--- src/inc/irq_pkg.sv ---
package irq_pkg;

  // register addresses (byte addresses as printed)
  localparam logic [12:0] enable_low_addr     = 13'h0008;
  localparam logic [12:0] pending_low_addr    = 13'h0009;
  localparam logic [12:0] pending_high_addr   = 13'h0012;
  localparam logic [12:0] enable_high_addr    = 13'h0013;
  localparam logic [12:0] event_enable_w_addr = 13'h1fa0;
  localparam logic [12:0] event_pending_w_addr = 13'h1fa2;
  localparam logic [12:0] event_enable_b_addr = 13'h1fa4;
  localparam logic [12:0] event_pending_b_addr = 13'h1fa6;
  localparam logic [12:0] priority_code_addr  = 13'h1fa8;

  // reset values
  localparam logic [7:0]  byte_reset  = 8'h00;
  localparam logic [19:0] event_reset = 20'h00000;

  // bit positions
  localparam int mux_event_bit = 0;  // multiplexed event in low bank
  localparam int nmi_bit       = 7;  // nonmaskable in high bank

  // vector bases, two bytes per bit step
  localparam logic [15:0] low_vector_base  = 16'h2000;
  localparam logic [15:0] high_vector_base = 16'h2030;

  // priority code for "none"
  localparam logic [4:0] code_none = 5'h00;

  // register bus request carrier
  typedef struct packed {
    logic [12:0] addr;
    logic [15:0] wdata;
    logic        wr;
    logic        rd;
  } bus_req_type;

  // core vector dispatch carrier
  typedef struct packed {
    logic        take;    // core takes a vector this cycle
    logic [15:0] vector;  // vector being taken
  } take_type;

  // core instruction strobes
  typedef struct packed {
    logic push_flags;
    logic push_all;
    logic pop_flags;
    logic pop_all;
    logic irq_on;
    logic irq_off;
    logic boundary;
  } core_op_type;

endpackage : irq_pkg

--- src/rtl/irq_ctrl.sv ---
// Overview of operation
// - hardware request sets matching pending bit
// - vector taken clears its pending bit, except the mux bit
// - software pending write acts as request
// - high bank vectors 203EH down to 2030H
// - nonmaskable always enabled, mask bit ignored
// - push saves and clears low mask; pop restores
// - no interrupt right after push
// - global enable gates all maskable interrupts
// - push all saves high mask, pop all restores
// - mux event from channels, overruns, timers
// - event masks select, pending show cause
// - priority code 01H..14H, 00H if none
// - codes descend channels, overruns, compares, timers
// - priority read clears returned source pending
// - no event pending clears mux pending bit
// - CAN requests merge into one input
// - event mask plus low mask bit 0
// - detected event sets its event pending bit
//
// The implementer's own choice: the address-and-strobe port.
module irq_ctrl (
  // clock and reset
  input  wire logic                 sys_clk,
  input  wire logic                 rst,
  // register port
  input  wire irq_pkg::bus_req_type bus_req,
  output logic [15:0]               rdata,
  // peripheral requests, one-cycle pulses from core clock logic
  input  wire logic [7:1]           low_req,
  input  wire logic [7:0]           high_req,
  input  wire logic [19:0]          event_req,
  // core side
  input  wire irq_pkg::take_type    take,
  input  wire irq_pkg::core_op_type core_op,
  input  wire logic [15:0]          pop_data,
  output logic [15:0]               push_data,
  output logic                      irq_valid,
  output logic [15:0]               irq_vector,
  output logic [4:0]                priority_code
);

  // register state
  logic [7:0]  enable_low_q;     // low mask, low byte of status word
  logic [7:0]  enable_high_q;    // high mask
  logic [7:0]  pending_low_q;    // low pending
  logic [7:0]  pending_high_q;   // high pending
  logic [19:0] event_enable_q;   // [19:4] word, [3:0] byte
  logic [19:0] event_pending_q;  // same layout
  logic        global_on_q;      // global enable
  logic        hold_q;           // blocks the boundary after a push

  // decoded strobes
  logic wr_en_low, wr_en_high, wr_pend_low, wr_pend_high;
  logic wr_ev_w, wr_ev_b, wr_evp_w, wr_evp_b, rd_code;
  assign wr_en_low   = bus_req.wr && bus_req.addr == irq_pkg::enable_low_addr;
  assign wr_en_high  = bus_req.wr &&
                       bus_req.addr == irq_pkg::enable_high_addr;
  assign wr_pend_low = bus_req.wr &&
                       bus_req.addr == irq_pkg::pending_low_addr;
  assign wr_pend_high = bus_req.wr &&
                        bus_req.addr == irq_pkg::pending_high_addr;
  assign wr_ev_w  = bus_req.wr && bus_req.addr == irq_pkg::event_enable_w_addr;
  assign wr_ev_b  = bus_req.wr && bus_req.addr == irq_pkg::event_enable_b_addr;
  assign wr_evp_w = bus_req.wr &&
                    bus_req.addr == irq_pkg::event_pending_w_addr;
  assign wr_evp_b = bus_req.wr &&
                    bus_req.addr == irq_pkg::event_pending_b_addr;
  assign rd_code  = bus_req.rd && bus_req.addr == irq_pkg::priority_code_addr;

  // enabled event sources and priority encoder
  logic [19:0] event_active;
  logic [4:0]  code_now;
  logic [19:0] code_clear;
  assign event_active = event_pending_q & event_enable_q;

  // bit 19 is channel 4 (code 14H) down to bit 0 timer 2 (code 01H)
  always_comb begin
    code_now   = irq_pkg::code_none;
    code_clear = '0;
    for (int i = 0; i < 20; i++) begin
      if (event_active[i]) begin
        code_now   = 5'(i + 1);
        code_clear = 20'(1) << i;
      end
    end
  end

  logic mux_req;
  assign mux_req = |event_active;

  // take decode: one-hot clear for the vector being taken
  logic [7:0] take_clr_low, take_clr_high;
  always_comb begin
    take_clr_low  = '0;
    take_clr_high = '0;
    for (int b = 0; b < 8; b++) begin
      if (take.take &&
          take.vector == irq_pkg::low_vector_base + 16'(2 * b))
        take_clr_low[b] = 1'b1;
      if (take.take &&
          take.vector == irq_pkg::high_vector_base + 16'(2 * b))
        take_clr_high[b] = 1'b1;
    end
  end

  // low mask: push saves then clears, pop restores
  always_ff @(posedge sys_clk) begin
    if (rst)
      enable_low_q <= irq_pkg::byte_reset;
    else if (core_op.push_flags || core_op.push_all)
      enable_low_q <= irq_pkg::byte_reset;
    else if (core_op.pop_flags || core_op.pop_all)
      enable_low_q <= pop_data[7:0];
    else if (wr_en_low)
      enable_low_q <= bus_req.wdata[7:0];
  end

  // high mask: only the push-all/pop-all pair saves it
  always_ff @(posedge sys_clk) begin
    if (rst)
      enable_high_q <= irq_pkg::byte_reset;
    else if (core_op.pop_all)
      enable_high_q <= pop_data[15:8];
    else if (wr_en_high)
      enable_high_q <= bus_req.wdata[7:0];
  end

  // push image: low mask in the low byte, high mask above it for push all only (zero for push flags), captured before clearing
  always_ff @(posedge sys_clk) begin
    if (rst)
      push_data <= 16'h0000;
    else if (core_op.push_flags)
      push_data <= {8'h00, enable_low_q};
    else if (core_op.push_all)
      push_data <= {enable_high_q, enable_low_q};
  end

  // global enable and post-push hold
  always_ff @(posedge sys_clk) begin
    if (rst)
      global_on_q <= 1'b0;
    else if (core_op.irq_on)
      global_on_q <= 1'b1;
    else if (core_op.irq_off)
      global_on_q <= 1'b0;
  end

  // hold lasts until the next instruction boundary has passed
  always_ff @(posedge sys_clk) begin
    if (rst)
      hold_q <= 1'b0;
    else if (core_op.push_flags || core_op.push_all)
      hold_q <= 1'b1;
    else if (core_op.boundary)
      hold_q <= 1'b0;
  end

  // event pending: set wins over any clear
  always_ff @(posedge sys_clk) begin
    if (rst)
      event_pending_q <= irq_pkg::event_reset;
    else begin
      logic [19:0] v;
      v = event_pending_q;
      if (wr_evp_w)
        v[19:4] = bus_req.wdata;
      if (wr_evp_b)
        v[3:0] = bus_req.wdata[3:0];
      if (rd_code)
        v = v & ~code_clear;
      event_pending_q <= v | event_req;
    end
  end

  // event enables; reserved upper byte bits stay zero
  always_ff @(posedge sys_clk) begin
    if (rst)
      event_enable_q <= irq_pkg::event_reset;
    else begin
      if (wr_ev_w)
        event_enable_q[19:4] <= bus_req.wdata;
      if (wr_ev_b)
        event_enable_q[3:0] <= bus_req.wdata[3:0];
    end
  end

  // low pending: hardware and software sets win over take clear
  always_ff @(posedge sys_clk) begin
    if (rst)
      pending_low_q <= irq_pkg::byte_reset;
    else begin
      logic [7:0] p;
      p = pending_low_q & ~take_clr_low;
      if (wr_pend_low)
        p = bus_req.wdata[7:0];
      p[7:1] = p[7:1] | low_req;
      // mux bit follows enabled event state; a take keeps it if
      // other sources remain
      p[irq_pkg::mux_event_bit] = mux_req ||
        (wr_pend_low && bus_req.wdata[irq_pkg::mux_event_bit]);
      pending_low_q <= p;
    end
  end

  // high pending; the CAN bit is a single merged input
  always_ff @(posedge sys_clk) begin
    if (rst)
      pending_high_q <= irq_pkg::byte_reset;
    else begin
      logic [7:0] p;
      p = pending_high_q & ~take_clr_high;
      if (wr_pend_high)
        p = bus_req.wdata[7:0];
      pending_high_q <= p | high_req;
    end
  end

  // selection: nonmaskable first, then high bank, then low bank
  logic [7:0]  act_low, act_high;
  logic        sel_valid;
  logic [15:0] sel_vector;
  always_comb begin
    act_low  = pending_low_q & enable_low_q;
    act_high = pending_high_q & enable_high_q;
    act_high[irq_pkg::nmi_bit] = pending_high_q[irq_pkg::nmi_bit];
    if (!global_on_q) begin
      act_low = '0;
      act_high[6:0] = '0;
    end
    sel_valid  = 1'b0;
    sel_vector = 16'h0000;
    for (int k = 0; k < 8; k++) begin
      if (act_low[k]) begin
        sel_valid  = 1'b1;
        sel_vector = irq_pkg::low_vector_base + 16'(2 * k);
      end
    end
    for (int k = 0; k < 8; k++) begin
      if (act_high[k]) begin
        sel_valid  = 1'b1;
        sel_vector = irq_pkg::high_vector_base + 16'(2 * k);
      end
    end
  end

  // request to the core, withheld during the post-push boundary
  always_ff @(posedge sys_clk) begin
    if (rst) begin
      irq_valid  <= 1'b0;
      irq_vector <= 16'h0000;
    end else begin
      irq_valid  <= sel_valid && !hold_q &&
                    !core_op.push_flags && !core_op.push_all;
      irq_vector <= sel_vector;
    end
  end

  // priority code output and read data
  always_ff @(posedge sys_clk) begin
    if (rst)
      priority_code <= irq_pkg::code_none;
    else
      priority_code <= code_now;
  end

  always_ff @(posedge sys_clk) begin
    if (rst)
      rdata <= 16'h0000;
    else if (bus_req.rd) begin
      unique case (bus_req.addr)
        irq_pkg::enable_low_addr:      rdata <= {8'h00, enable_low_q};
        irq_pkg::enable_high_addr:     rdata <= {8'h00, enable_high_q};
        irq_pkg::pending_low_addr:     rdata <= {8'h00, pending_low_q};
        irq_pkg::pending_high_addr:    rdata <= {8'h00, pending_high_q};
        irq_pkg::event_enable_w_addr:  rdata <= event_enable_q[19:4];
        irq_pkg::event_enable_b_addr:  rdata <= {12'h000, event_enable_q[3:0]};
        irq_pkg::event_pending_w_addr: rdata <= event_pending_q[19:4];
        irq_pkg::event_pending_b_addr:
          rdata <= {12'h000, event_pending_q[3:0]};
        irq_pkg::priority_code_addr:   rdata <= {11'h000, code_now};
        default:                       rdata <= 16'h0000;
      endcase
    end
  end

  // checks, all on the core clock and quiet during reset
  push_clears_a: assert property (@(posedge sys_clk)
    disable iff (rst)
    (core_op.push_flags || core_op.push_all) |=> enable_low_q == 8'h00)
    else $error("low mask not cleared by push");
  pop_restore_a: assert property (@(posedge sys_clk)
    disable iff (rst)
    core_op.pop_all |=> enable_high_q == $past(pop_data[15:8]))
    else $error("high mask not restored by pop all");
  push_hold_a: assert property (@(posedge sys_clk)
    disable iff (rst)
    (core_op.push_flags || core_op.push_all) |=> !irq_valid)
    else $error("interrupt right after push");
  // the hold outlasts the push cycle until a boundary is seen
  hold_block_a: assert property (@(posedge sys_clk)
    disable iff (rst)
    hold_q |=> !irq_valid)
    else $error("interrupt during post-push hold");
  read_clear_a: assert property (@(posedge sys_clk)
    disable iff (rst)
    (rd_code && code_now != 5'h00 && event_req == 20'h0 && !wr_evp_w
     && !wr_evp_b) |=> !event_pending_q[$past(code_now) - 5'h01])
    else $error("priority read did not clear source");
  code_range_a: assert property (@(posedge sys_clk)
    disable iff (rst)
    priority_code <= 5'h14)
    else $error("priority code out of range");
  code_none_a: assert property (@(posedge sys_clk)
    disable iff (rst)
    (event_active == 20'h0) |=> priority_code == irq_pkg::code_none)
    else $error("priority code set with no active source");
  // channel 4 outranks every other multiplexed source
  code_top_a: assert property (@(posedge sys_clk)
    disable iff (rst)
    event_active[19] |=> priority_code == 5'h14)
    else $error("channel 4 not given the top code");
  mux_follow_a: assert property (@(posedge sys_clk)
    disable iff (rst)
    (mux_req && !rd_code) |=> pending_low_q[0])
    else $error("mux pending not held");
  mux_clear_a: assert property (@(posedge sys_clk)
    disable iff (rst)
    (!mux_req && !wr_pend_low && !(|event_req)) |=> !pending_low_q[0])
    else $error("mux pending not cleared");
  req_set_a: assert property (@(posedge sys_clk)
    disable iff (rst)
    (|high_req) |=> ((pending_high_q & $past(high_req)) == $past(high_req)))
    else $error("request not latched");
  low_set_a: assert property (@(posedge sys_clk)
    disable iff (rst)
    (|low_req) |=> ((pending_low_q[7:1] & $past(low_req)) == $past(low_req)))
    else $error("low bank request not latched");
  sw_pend_a: assert property (@(posedge sys_clk)
    disable iff (rst)
    wr_pend_high |=> ((pending_high_q & $past(bus_req.wdata[7:0]))
                      == $past(bus_req.wdata[7:0])))
    else $error("software pending write lost");
  mask_gate_a: assert property (@(posedge sys_clk)
    disable iff (rst)
    ((pending_low_q & enable_low_q) == 8'h00 && !pending_high_q[7]
     && (pending_high_q & enable_high_q) == 8'h00) |=> !irq_valid)
    else $error("masked source presented");
  global_off_a: assert property (@(posedge sys_clk)
    disable iff (rst)
    (!global_on_q && !pending_high_q[7]) |=> !irq_valid)
    else $error("maskable taken while globally off");
  nmi_pass_a: assert property (@(posedge sys_clk)
    disable iff (rst)
    (pending_high_q[irq_pkg::nmi_bit] && !hold_q && !core_op.push_flags
     && !core_op.push_all) |=> (irq_valid && irq_vector == 16'h203e))
    else $error("nonmaskable request not presented");
  take_clear_a: assert property (@(posedge sys_clk)
    disable iff (rst)
    (take.take && take.vector == 16'h2032 && !high_req[1] && !wr_pend_high)
    |=> !pending_high_q[1])
    else $error("taken vector pending not cleared");

  push_cov: cover property (@(posedge sys_clk) core_op.push_all);
  code_cov: cover property (@(posedge sys_clk) rd_code && code_now != 5'h00);
  irq_cov:  cover property (@(posedge sys_clk) irq_valid && take.take);
  hold_cov: cover property (@(posedge sys_clk) hold_q && sel_valid);
  nmi_cov:  cover property (@(posedge sys_clk) irq_vector == 16'h203e);

endmodule : irq_ctrl

--- config.mk ---
export PLATFORM = sky130hd
export DESIGN_NAME = irq_ctrl
export DESIGN_NICKNAME = d
export VERILOG_FILES = /design/src/inc/irq_pkg.sv /design/src/rtl/irq_ctrl.sv
export SDC_FILE = /design/constraint.sdc
export NUM_CORES = 1
export LEC_CHECK = 0
export BUFFER_PORTS_ARGS = -buffer_cell sky130_fd_sc_hd__buf_4
export CAP_MARGIN = 20
export CORE_MARGIN = 3
export CORE_UTILIZATION = 55
export CTS_CLUSTER_DIAMETER = 60
export DETAILED_ROUTE_END_ITERATION = 12
export GPL_ROUTABILITY_DRIVEN = 1
export GPL_TIMING_DRIVEN = 1
export PLACE_DENSITY = 0.83
export SKIP_LAST_GASP = 1
export SLEW_MARGIN = 20
export SYNTH_ARGS = -nofsm -noshare
export SYNTH_HDL_FRONTEND = slang
export SYNTH_SLANG_ARGS = --single-unit
--- constraint.sdc ---
create_clock -name sys_clk -period 3.8 [get_ports sys_clk]
set_input_delay 0.19 -clock sys_clk [delete_from_list [all_inputs] [get_ports sys_clk]]
set_output_delay 0.19 -clock sys_clk [all_outputs]
set_load 0.05 [all_outputs]
==> results of run 1 <==
-- synthesized netlist by cell type (3+ instances only) --
master	count	share of area (%)
o21ba_2	3	0.49
dfxtp_1	117	38
a221oi_1	11	1.6
o311ai_0	4	0.57
o22ai_1	4	0.40
or2_2	3	0.30
nand4b_1	3	0.42
nand4_1	14	1.4
inv_1	7	0.42
mux2_2	22	4.0
nand2b_1	7	0.71
o211ai_1	15	1.8
nor2_1	73	4.4
buf_2	8	0.65
buf_4	13	1.6
nand3_1	22	1.8
or4_1	3	0.36
a32o_1	4	0.65
a21oi_1	89	7.2
o21ai_0	32	2.6
clkbuf_1	29	1.8
nand2_1	102	6.2
nor2b_1	4	0.40
a21boi_0	4	0.49
nor4_1	5	0.51
a31oi_1	12	1.2
and2_1	10	1.0
a22oi_1	9	1.1
and3_1	8	0.81
a311oi_1	7	0.99
mux2i_1	42	6.8
or3_1	5	0.51
nor3_1	12	0.97
a22o_1	12	1.7
-- report_power, final --
group	leakage (nW)	internal (mW)	total (mW)	switching, mW
registers	0.959	1.27	1.33	0.0536
clock network	0.282	1.06	1.62	0.560
logic	2.04	0.165	0.379	0.214
-- sequential cells by signal, indices dropped and copies added, names as in the netlist, 5 cells and up --
name	cells
pending_low_q	8
pending_high_q	8
push_data	16
event_pending_q	20
event_enable_q	20
irq_vector	5
rdata	16
enable_high_q	8
priority_code	5
enable_low_q	8
-- logic make-up after synthesis --
family / after synthesis / synth area share (%)
AO/OA/AOI/OAI: 220 / 23.1
buffers and inverters: 60 / 4.83
flip-flops: 117 / 37.8
multiplexers: 66 / 11.2
other: 1 / 0.0606
AND/OR/NAND/NOR: 291 / 23.0
-- area by class of cell --
class,instances,area [um^2],area share [%]
Clock buffer,22,464,5.79
Clock inverter,9,128,1.59
Inverter,7,26.3,0.328
Multi-Input combinational cell,587,3580,44.7
Sequential cell,117,2340,29.2
Tap cell,140,175,2.18
Timing Repair Buffer,168,1300,16.2
-- how the worst max path moves through the flow --
| stage | from | endpoint | depth (start not counted) |
|---|---|---|---|
| floorplan | bus_req[20] | enable_high_q[0] | 8 |
| global placement | bus_req[20] | enable_high_q[3] | 7 |
| detailed placement | bus_req[20] | enable_high_q[1] | 7 |
| CTS | event_pending_q[9] | event_pending_q[0] | 6 |
| global route | event_pending_q[9] | event_pending_q[0] | 6 |
| finish | event_pending_q[9] | event_pending_q[0] | 6 |
-- layout by cell type, fill, tap and decap left out, types with 10 or more instances in the layout --
| master | synthesis | final |
|---|---|---|
| conb_1 | 1 | 10 |
| nand4_1 | 14 | 14 |
| dfxtp_1 | 117 | 117 |
| a221oi_1 | 11 | 11 |
| buf_4 | 13 | 152 |
| nand3_1 | 22 | 22 |
| clkbuf_16 | 0 | 17 |
| mux2_2 | 22 | 22 |
| mux2i_1 | 42 | 42 |
| nor3_1 | 12 | 12 |
| a22o_1 | 12 | 12 |
| nor2_1 | 73 | 73 |
| dlygate4sd3_1 | 0 | 16 |
| a31oi_1 | 12 | 12 |
| and2_1 | 10 | 10 |
| o211ai_1 | 15 | 15 |
| o21ai_0 | 32 | 32 |
| a21oi_1 | 89 | 89 |
| nand2_1 | 102 | 102 |
-- routing by layer --
metal	global-route usage (%)	wire, um
met5	0	0
met4	12.0	642
met2	51.8	9460
met1	46.5	8780
met3	7.22	2310
-- stage by stage --
step                area, um^2  power [mW]  util, %  hold WS, ns  setup slack, ns
floorplan                 6220        1.55        -        0.307             1.83
global placement          7270        1.70     66.5        0.393             1.20
detailed placement        7270        1.71     66.5        0.404             1.14
CTS                       8020        3.31     73.3     0.000274             1.39
global route              8020        3.41     73.3      0.00494             1.15
finish                    8020        3.32     73.3      0.00662             1.30
-- critical path, delay by kind of cell (launching register included) --
| family | cells | cell delay, ns |
|---|---|---|
| and+or+nand+nor | 4 | 1.01 |
| DFF | 1 | 0.35 |
| AOI/OAI and AO/OA | 2 | 0.98 |
-- what timing repair did --
| item | CTS | global route |
|---|---|---|
| setup buffers | 0 | 0 |
| endpoints found under the hold margin | 16 | 0 |
| hold buffers | 16 | 0 |
==> flow_results.org, run 1 <==
** Routing
- After detailed routing, the average wire length per cell comes to 20.2 um.
- Detailed-route DRC error count :: 0
- Drt initial violations :: around 940
- Number of iterations in the first detailed-routing pass :: 6
- Number of vias per cell :: 6.40
- Wire length after detailed routing :: around 21000 um
- Number of nets with antenna violations after detailed routing :: 0
- Total via count in the routed design :: 6723

** Clock network
- Clock latency on the worst-skew pair, taken at its later pin, is 0.42 ns.
- CTS placed an instance of clkbuf_16 at the clock tree root.
- Number of cells upsized or downsized after cts :: 0
- Counting every sink on the clock net gives approximately 120.
- The clock passes through at most 2 buffers.
- TritonCTS buffer count :: 17
- Clock slew at reported path FFs :: ~0.06 ns
- TritonCTS built the clock tree.
- H-tree Lvls :: 4

** Worst setup path
- Of all nets on the critical path, the largest fanout is 5.
- Worst flop-to-flop path startpoint :: event_pending_q[9]
- By instance count, the cell type seen most on the critical path is nand4_1.
- Traced cell by cell, the critical path runs through a222oi_1 > nand4_1 > nor3_1 > nand4_1 > a21oi_1 > nor2_1.
- Critical Path Source Type :: flip-flop
- Data required time at the worst endpoint :: 4.07 ns
- Reg2reg end :: event_pending_q[0]
- Largest incremental delay on the critical path :: 0.77 ns
- CP endpoint kind :: flip-flop
- Critical path's slowest cell :: a222oi_1
- The setup path with the least slack is of type reg2reg.
- For flop-to-flop paths, the worst setup slack is 1.30 ns.
- Reg2Reg Depth :: 6
- CP arrival :: between 2 and 3 ns

** Floorplan
- Starting Density :: 56.6%
- From left edge to right edge, the die measures 112 um.
- Number of top-level design ports :: ~160
- Site row count :: 38
- The floorplan step defined a die boundary enclosing 12600 um^2.
- The floorplan step defined a core boundary enclosing 10900 um^2.
- Die Height :: about 110 um

** STA
- Time the worst path needs with I/O delays and setup :: 2.50 ns
- Dividing the final minimum period by the clock period gives 65.7%.
- At the pin with the least slew margin, the transition time is 1.01 ns.
- Setup violations remaining at the end of the flow were counted as 0.
- After routing, the total negative slack on setup checks comes to 0 ns.
- The total count of hold-check failures in the final report was 0.
- Pins over their slew limit :: 0
- Max Clk Rate :: ~400 MHz
- Setup repair after global routing missed its margin :: no
- In this run the tightest slew margin relative to its limit is 32.6%.
- Clock skew :: 0.00842 ns

** Global route
- Global-route congestion overflow total :: 0
- Global Route Usage Sum :: about 34%
- Number of global-route vias before repair :: 6517
- Wire length of the first global-routing pass :: about 34000 um
- The number of antenna violations at the first check in global routing was 0.
- Entering global routing, the biggest net connects 98 pins.

** Min path
- Hold Path Origin :: event_req[11]
- Worst Hold Path Cells :: 2
- WHS Endpoint :: event_pending_q[11]
- Min-delay worst type :: in2reg

** Outcome
- Outcome :: completed

** Cells and area
- The filler cells instantiated in the layout total 848.
- Excluding fillers, the count of instances in the completed layout stands at 1050.
- Layout overhead on the synthesized area :: 29.5%
- Layout cells sized above 1 :: 24.3%
- Layout net count :: 1006
- Inserted Diodes :: 0

** Synth
- Number of cells produced by synthesis :: 755
- Yosys reg bits :: 117
- Summing every instance area after synthesis gives 6190 um^2.
- In this run, synthesis inferred 0 flip-flops with an integrated enable.
- Share of synthesized registers carrying an async set or reset :: 0%
- The synthesized netlist contains 63 unique library cells.
- After synthesis, the mean cell area works out to 8.20 um^2.
- Count of yosys warnings during synthesis :: 0
- The most used flip-flop cell after synthesis is dfxtp_1.
- Sequential cells were found to cover 37.8% of the synthesized design area.

** Flow run
- Count of max-cap constraint violations :: 0

** Place
- Number of input and output port buffers inserted :: 151
- Detailed placer's ending HPWL :: 15300 um
- The congestion estimate from routability-driven global placement came to around 0.94.
- After detailed placement, the design holds a cell count of 1003.

** Pwr
- Power Dens Cells :: slightly above 400 nW/um^2
- For this design the static power due to leakage is 3.28 nW.
- IR analysis of the VDD net gives a maximum drop of between 0.3 and 0.4 mV.
Note: power is estimated with default switching activity, not from simulation.
==> run 2, diff against run 1 <==
--- a/config.mk
+++ b/config.mk
@@ -5,15 +5,16 @@
 export SDC_FILE = /design/constraint.sdc
 export NUM_CORES = 1
 export LEC_CHECK = 0
+export ABC_AREA = 1
 export BUFFER_PORTS_ARGS = -buffer_cell sky130_fd_sc_hd__buf_4
 export CAP_MARGIN = 20
 export CORE_MARGIN = 3
-export CORE_UTILIZATION = 55
+export CORE_UTILIZATION = 49
 export CTS_CLUSTER_DIAMETER = 60
 export DETAILED_ROUTE_END_ITERATION = 12
 export GPL_ROUTABILITY_DRIVEN = 1
 export GPL_TIMING_DRIVEN = 1
-export PLACE_DENSITY = 0.83
+export PLACE_DENSITY = 0.78
 export SKIP_LAST_GASP = 1
 export SLEW_MARGIN = 20
 export SYNTH_ARGS = -nofsm -noshare
==> constraint.sdc (replaced) <==
create_clock -name sys_clk -period 2.05 [get_ports sys_clk]
set_input_delay 0.1025 -clock sys_clk [delete_from_list [all_inputs] [get_ports sys_clk]]
set_output_delay 0.1025 -clock sys_clk [all_outputs]
set_load 0.05 [all_outputs]
==> flow_results.org, run 2 <==
** Clock network
- The H-tree depth is 4 (unchanged).
- Clock latency reported for the late side of the worst-skew pair :: 0.41 ns (about the same)
- The post-CTS clock slew at the launch and capture registers of the worst setup and hold paths was 0.06 ns (about the same).
- The maximum count of clock buffers along a single path was 2 (unchanged).
- CTS Sinks :: 117 (unchanged)
- Cell at the root of the clock tree :: clkbuf_16
- Clock tree from TritonCTS :: built
- The number of buffers created by CTS was 17 (unchanged).

** Routing
- Number of nets with antenna violations after detailed routing :: 0 (unchanged)
- Drt initial violations :: 762 (-19%)
- Number of vias per cell :: 5.45 (-15%)
- The final wirelength came to 21800 um (+2.9%).
- Post-DR wirelength/cell :: 16.5 um (-18%)
- The iteration count of the initial detailed-routing pass came to 5 (-1).
- Total via count in the routed design :: 7186 (+6.9%)
- The remaining design rule violation count was 0 (unchanged).

** Floorplan
- The standard cell core area came to 12700 um^2 (+16%).
- The starting utilization of the core area came to 50.2% (-6.4 points).
- The total number of placement rows is 41 (+7.9%).
- Die Span X :: 120 um (+7.0%)
- Die Outline Area :: 14400 um^2 (+15%)
- Number of top-level design ports :: 162 (unchanged)
- The height of the chip was 120 um (+7.0%).

** Synth
- Sorting the synthesized cells by area gives the leading types as dfxtp_1 (37%), nand2_1 (12%), inv_1 (7.4%), a21oi_1 (6.3%), o21ai_0 (6.1%).
- Number of unique standard cell types used by synthesis :: 54 (-14%)
- Yosys reg bits :: 117 (unchanged)
- The gate count after technology mapping is 931 (+23%).
- Top FF cell, synth :: dfxtp_1
- Most frequent cells after synthesis :: nand2_1 (211), inv_1 (125), dfxtp_1 (117)
- The mean cell area of the mapped netlist is 6.84 um^2 (-17%).
- Share of synthesized registers carrying an async set or reset :: 0% (unchanged)
- The number of flops mapped to enable cells by yosys came to 0 (unchanged).
- The biggest area contributor in the post-synthesis netlist is dfxtp_1.
- The top-area cell type share of the netlist area came to 36.8% (-1.0 points).
- Count of yosys warnings during synthesis :: 0 (unchanged)
- The synthesized area came to 6360 um^2 (+2.8%).
- Sequential cell area fraction in the yosys report :: 36.8% (-1.0 points)
- Leading cell type by number of instances after synthesis :: nand2_1

** Pwr
- The power per cell area is 748 nW/um^2 (+81%).
- Reported leakage power :: 4.01 nW (+22%)
- Total power :: 6.55 mW (+97%)
- The maximum resistive drop on vdd was 0.484 mV (+46%).

** STA
- Setup repair after global routing left no endpoint under its margin.
- The setup-violating endpoint count in the final report came to 0 (unchanged).
- Clock skew :: 0.00811 ns (-0.000310 ns)
- The max-slew headroom at the worst pin was 54.4% (+22 points).
- The number of slew-limit violations in the final report came to 0 (unchanged).
- Fraction of the cycle the final worst path needs :: 89.0% (+23 points)
- Worst hold slack :: 0.00929 ns (+0.00267 ns)
- The least setup slack across all paths after layout was 0.226 ns (-1.08 ns).
- Max Clk Rate :: 548 MHz (+37%)
- Final-layout setup total negative slack :: 0 ns (unchanged)
- Final count of hold timing violations :: 0 (unchanged)
- Time the worst path needs with I/O delays and setup :: 1.82 ns (-0.674 ns)
- Slew at the pin with the worst max-slew slack :: 0.683 ns (-0.327 ns)

** Cells and area
- The combined area of the multi-input logic cells was 3320 um^2 (-7.4%).
- The sequential cell area in the final layout was 2340 um^2 (unchanged).
- Leading cell types in the layout, fill and taps excluded :: nand2_1 (211), buf_4 (162), inv_1 (125)
- Inserted Diodes :: 0 (unchanged)
- Layout overhead on the synthesized area :: 37.7%
- Final Cell Area :: 8760 um^2 (+9.3%)
- Non-filler instance count after layout :: 1318 (+26%)
- The final-stage net count is 1241 (+23%).
- The number of inserted filler cells in the final layout was 1049 (+24%).
- The share of layout cells above drive strength 1 came to 21.8% (-2.5 points).
- Core utilization of the finished layout :: 69.2% (-4.2 points)
- The largest registers in the layout are event_enable_q: 20 flops, event_pending_q: 20 flops.
- Leaving out fill and tap cells, the most frequent cell in the layout is nand2_1.

** Worst setup path
- CP arrival :: 2.16 ns (-0.61 ns)
- The setup path with the least slack is of type reg2reg.
- Among cell families on the critical path, the largest total delay comes from simple AND/OR/NAND/NOR gates.
- Critical path's slowest cell :: dfxtp_1
- The number of buffer and inverter instances along the worst setup path is 0 (unchanged).
- The required time of the critical path came to 2.39 ns (-1.68 ns).
- The worst stage delay on the critical path came to 0.64 ns (-0.13 ns).
- Maximum fanout count along the critical path :: 16 (+11)
- The cell that appears most often on the critical path is nand2_1.
- CP endpoint kind :: flip-flop
- The signal on the critical path passes through nand3_1 > o21ai_0 > nand2_1 > nand2_1 > nand2_1 > nand2_1 > nand2_1 > nand2_1 > nand2_1 > nand2_1 > nand2_1 > nand2_1 > nand2_1 > a21oi_1.
- The worst setup path is launched from a flip-flop.

** Place
- Number of input and output port buffers inserted :: 151 (unchanged)
- Cell Area, Placed :: 7610 um^2 (+4.7%)
- Final weighted congestion in routability-driven placement :: 0.990 (+4.8%)
- The total instance count after detailed placement came to 1236 (+23%).
- The worst setup timing slack at the placement stage came to 0.133 ns (-1.01 ns).
- The half-perimeter wire length of the detailed placement result came to 16200 um (+6.1%).

** Global route
- The sum of overflow across all layers after global routing came to 0 (unchanged).
- The global routing usage summed across all routing layers was 30.0% (-3.5 points).
- The global routing stage identified its most utilized layer as met2.
- Wire length of the first global-routing pass :: 34100 um (+1.3%)
- The met2 track demand over resource in global routing came to 46.1% (-5.7 points).
- Pin count of the biggest net entering global routing :: 42 (-57%)
- The number of antenna violations at the first check in global routing was 0 (unchanged).
- The global routing met3 resource utilization was 7.12% (-0.11 points).
- The via count of the first global-routing pass is 6689 (+2.6%).
- The global-route met1 utilization is 41.4% (-5.1 points).

** Min path
- Min-delay worst type :: in2reg

** Outcome
- The flow ran to the end, and the final reports show no timing, DRC or antenna violations.

** Flow run
- The number of max-cap violations is 0 (unchanged).
## run 2: tightest hold or removal path: stages
cell and delay, ns:
buf_4 0.09, o21ai_0 0.07, a21oi_1 0.12
## run 2: final timing paths
| check | end | startpoint | slack, ns | cells after the start |
|---|---|---|---|---|
| setup / recovery | irq_vector[1] | global_on_q | 0.23 | 14 |
| hold / removal | event_enable_q[12] | bus_req[10] | 0.009 | 3 |
| setup reg to reg | irq_vector[1] | global_on_q | 0.23 | 14 |
| hold reg to reg | irq_valid | hold_q | 0.43 | 1 |
## run 2: metal layers
layer	wire length, um	vias up
met1	9300	3213
met5	0	-
met4	545	0
li1	-	3499
met3	2270	51
met2	9700	423
## run 2: logic make-up after synthesis
family	count (synthesis)	synth area share, %
compound gates	250	23.6
simple gates	385	27.7
flops	117	36.8
buf+inv	177	11.7
other cells	1	0.0589
mux	1	0.177
## run 2: power by group
| part | internal, mW | switching (mW) |
|---|---|---|
| Combinational | 0.338 | 0.457 |
| Clock | 2.22 | 1.08 |
| Sequential | 2.37 | 0.0915 |
## run 2: timing repair
action,CTS,global route
hold endpoints to repair,50,0
setup endpoints to repair,0,2
resized for setup,0,1
setup buffers,0,2
hold buffers,48,0
## run 2: layout make-up
class / instances / area share [%]
inverter: 141 / 6.10
tap: 172 / 2.46
clock inverter: 12 / 2.30
multi-input combinational: 646 / 37.8
clock buffer: 20 / 5.21
sequential: 117 / 26.7
timing repair buffer: 210 / 19.4
==> run 3, diff against run 2 <==
--- a/config.mk
+++ b/config.mk
@@ -5,16 +5,15 @@
 export SDC_FILE = /design/constraint.sdc
 export NUM_CORES = 1
 export LEC_CHECK = 0
-export ABC_AREA = 1
 export BUFFER_PORTS_ARGS = -buffer_cell sky130_fd_sc_hd__buf_4
 export CAP_MARGIN = 20
 export CORE_MARGIN = 3
-export CORE_UTILIZATION = 49
+export CORE_UTILIZATION = 48
 export CTS_CLUSTER_DIAMETER = 60
 export DETAILED_ROUTE_END_ITERATION = 12
 export GPL_ROUTABILITY_DRIVEN = 1
 export GPL_TIMING_DRIVEN = 1
-export PLACE_DENSITY = 0.78
+export PLACE_DENSITY = 0.77
 export SKIP_LAST_GASP = 1
 export SLEW_MARGIN = 20
 export SYNTH_ARGS = -nofsm -noshare
==> flow_results.org, run 3 (same netlist as run 1, synthesis figures left out) <==
** Place
- Detailed placer's ending HPWL :: 15800 um (-2.6%)
- Placed instance count :: 1076 (-13%)
- The number of buffer cells added on primary ports is 151 (unchanged).
- The worst setup timing slack at the placement stage came to -0.0536 ns (-0.186 ns).
- Final weighted congestion in routability-driven placement :: 0.953 (-3.7%)

** STA
- The minimum period implied by the final worst setup slack was 1.88 ns (+0.0581 ns).
- Remaining max-slew budget at the tightest pin :: 59.5% (+5.0 points)
- The total count of hold-check failures in the final report was 0 (unchanged).
- The slew at the pin with the worst max-slew slack is 0.606 ns (-0.0770 ns).
- Fraction of the cycle the final worst path needs :: 91.8% (+2.8 points)
- The highest clock frequency the design can meet came to 531 MHz (-3.1%).
- The clock tree skew after final layout is 0.0104 ns (+0.00234 ns).
- The number of slew-limit violations in the final report is 0 (unchanged).
- The least setup slack across all paths after layout was 0.168 ns (-0.0581 ns).
- Setup repair after global routing left no endpoint under its margin.
- The setup-violating endpoint count in the final report is 0 (unchanged).
- Final-layout setup total negative slack :: 0 ns (unchanged)

** Pwr
- Reported leakage power :: 3.71 nW (-7.5%)
- Power Dens Cells :: 708 nW/um^2 (-5.4%)
- The maximum resistive drop on vdd is 0.553 mV (+14%).

** Global route
- The number of antenna violations at the first check in global routing was 1 (+1).
- The pin count of the biggest net entering global routing was 45 (+7.1%).
- The via count of the first global-routing pass is 6846 (+2.3%).
- The wire length of the first global-routing pass came to 35200 um (+3.2%).
- Global-route congestion overflow total :: 0 (unchanged)
- The global routing usage summed across all routing layers was 30.9% (+0.85 points).

** Floorplan
- Die Span X :: 120 um (-0.33%)
- Site row count :: 40 (-2.4%)
- Starting Density :: 50.3% (+0.053 points)
- The height of the chip came to 120 um (-0.33%).
- Core Area :: 12300 um^2 (-2.8%)
- Number of top-level design ports :: 162 (unchanged)
- Die Outline Area :: 14300 um^2 (-0.67%)

** Clock network
- The post-CTS clock slew at the launch and capture registers of the worst setup and hold paths was 0.05 ns (about the same).
- Clk buf depth :: 2 (unchanged)
- TritonCTS buffer count :: 17 (unchanged)
- The cell sitting at the root of the clock tree is a clkbuf_16.
- H-tree Lvls :: 4 (unchanged)
- Clock tree from TritonCTS :: built
- Clock latency reported for the late side of the worst-skew pair :: 0.42 ns (about the same)
- CTS Sinks :: 117 (unchanged)

** Routing
- Detailed-route DRC error count :: 0 (unchanged)
- The final wirelength was 22400 um (+2.7%).
- The iteration count of the initial detailed-routing pass was 6 (+1).
- The routed length per instance was 19.1 um (+16%).
- The total via count after detailed routing was 7015 (-2.4%).
- The ratio of routed vias to standard cells was 5.99 (+9.9%).
- Number of nets with antenna violations after detailed routing :: 0 (unchanged)
- The DRC marker count from the first detailed-route iteration was 857 (+12%).

** Worst setup path
- The worst register-to-register path begins at event_pending_q[13].
- The internal reg-to-reg setup slack came to 0.17 ns (-0.06 ns).
- The required time of the critical path came to 2.34 ns (-0.05 ns).
- The highest net fanout along the worst path is 5 (-11).
- CP endpoint kind :: flip-flop
- Critical Path Start :: event_pending_q[13]
- Critical Path Source Type :: flip-flop
- Critical Setup Path Class :: reg2reg
- Reg2Reg Depth :: 8 (-6)
- The critical path data arrival time was 2.17 ns (about the same).
- Reg2reg end :: event_pending_q[7]

** Cells and area
- The final-stage net count is 1097 (-12%).
- Largest registers ranked by flip-flop count :: event_enable_q: 20 flops, event_pending_q: 20 flops
- Layout overhead on the synthesized area :: 44.3%
- The library cell used most frequently in the layout, excluding fill and tap cells, is buf_4.
- The top cell types in the final layout, fill and taps aside, are buf_4 (193), dfxtp_1 (117), nand2_1 (102).
- The share of layout cells above drive strength 1 is 27.1% (+5.3 points).
- The number of inserted filler cells in the final layout was 955 (-9.0%).
- Non-filler instance count after layout :: 1171 (-11%)

** Flow run
- The number of max-cap violations is 0 (unchanged).

** Min path
- The worst hold path begins at pop_data[4].
- For hold timing, the worst endpoint is enable_low_q[4].
- Worst Hold Path Cells :: 3 (unchanged)
- The tightest min-delay check is of the in2reg type.

** Outcome
- The flow ran to the end, and the final reports show no timing, DRC or antenna violations.
run 3: cell count changes in the layout (fill, tap and decap cells not counted), moves of 12 or more:
cell	change
inv_1	-118
nand2_1	-109
o21ai_0	-46
mux2i_1	+42
buf_4	+31
nand3_1	-25
mux2_2	+21
dlygate4sd3_1	+14
inv_2	-12
run 3: worst max path at each step:
stage                               endpoint  slack [ns]  cells after the start
after floorplan             enable_high_q[0]        0.17                      8
after global placement      enable_high_q[3]        0.01                      8
after detailed placement    enable_high_q[2]       -0.05                      8
after CTS                 event_pending_q[7]        0.13                      7
after global routing      event_pending_q[7]        0.02                      8
final                     event_pending_q[7]        0.17                      8
run 3: layout make-up:
type / count / area, um^2 / share of cell area, %
antenna: 1 / 2.50 / 0.0280
clock buffer: 17 / 425 / 4.76
clock inverter: 15 / 181 / 2.03
inverter: 7 / 26.3 / 0.294
multi-input combinational: 587 / 3590 / 40.2
sequential: 117 / 2340 / 26.2
tap: 168 / 210 / 2.35
timing repair buffer: 259 / 2150 / 24.1
run 3: routing by layer:
layer	part of all wire, %	global-route usage [%]	vias up
met5	0	0	-
met4	3.2	11.5	0
met2	44	46.5	468
met1	41	42.3	3233
met3	12	8.48	70
li1	-	-	3244
run 3: report_power, final:
part / switching (mW) / leakage [nW] / internal (mW)
clock network: 1.13 / 0.282 / 1.91
registers: 0.0951 / 0.959 / 2.36
logic: 0.431 / 2.47 / 0.391
total: 1.66 / 3.71 / 4.66
run 3: stage by stage:
| stage | hold WS (ns) | util (%) | area (um^2) | power [mW] |
|---|---|---|---|---|
| 2_1_floorplan | 0.220 | - | 6220 | 2.87 |
| 3_3_place_gp | 0.306 | 62.5 | 7690 | 3.18 |
| 3_5_place_dp | 0.314 | 62.5 | 7690 | 3.20 |
| 4_1_cts | 0.00145 | 72.4 | 8920 | 6.31 |
| 5_1_grt | 0.0133 | 72.5 | 8930 | 6.50 |
| 6_report | 0.0130 | 72.5 | 8930 | 6.32 |
run 3: timing repair:
action / CTS / global route
hold buffers: 62 / 0
resized for setup: 0 / 2
buffers inserted: 0 / 0
endpoints found under the setup margin: 0 / 4
endpoints found under the hold margin: 61 / 0
run 3: worst max-delay path, cell delays in order (launching register included):
cell	delay, ns
dfxtp_1	0.31
a222oi_1	0.37
buf_4	0.21
nand2_1	0.06
nor4b_2	0.29
buf_4	0.18
nand4b_1	0.12
a21oi_1	0.17
nor2_1	0.05
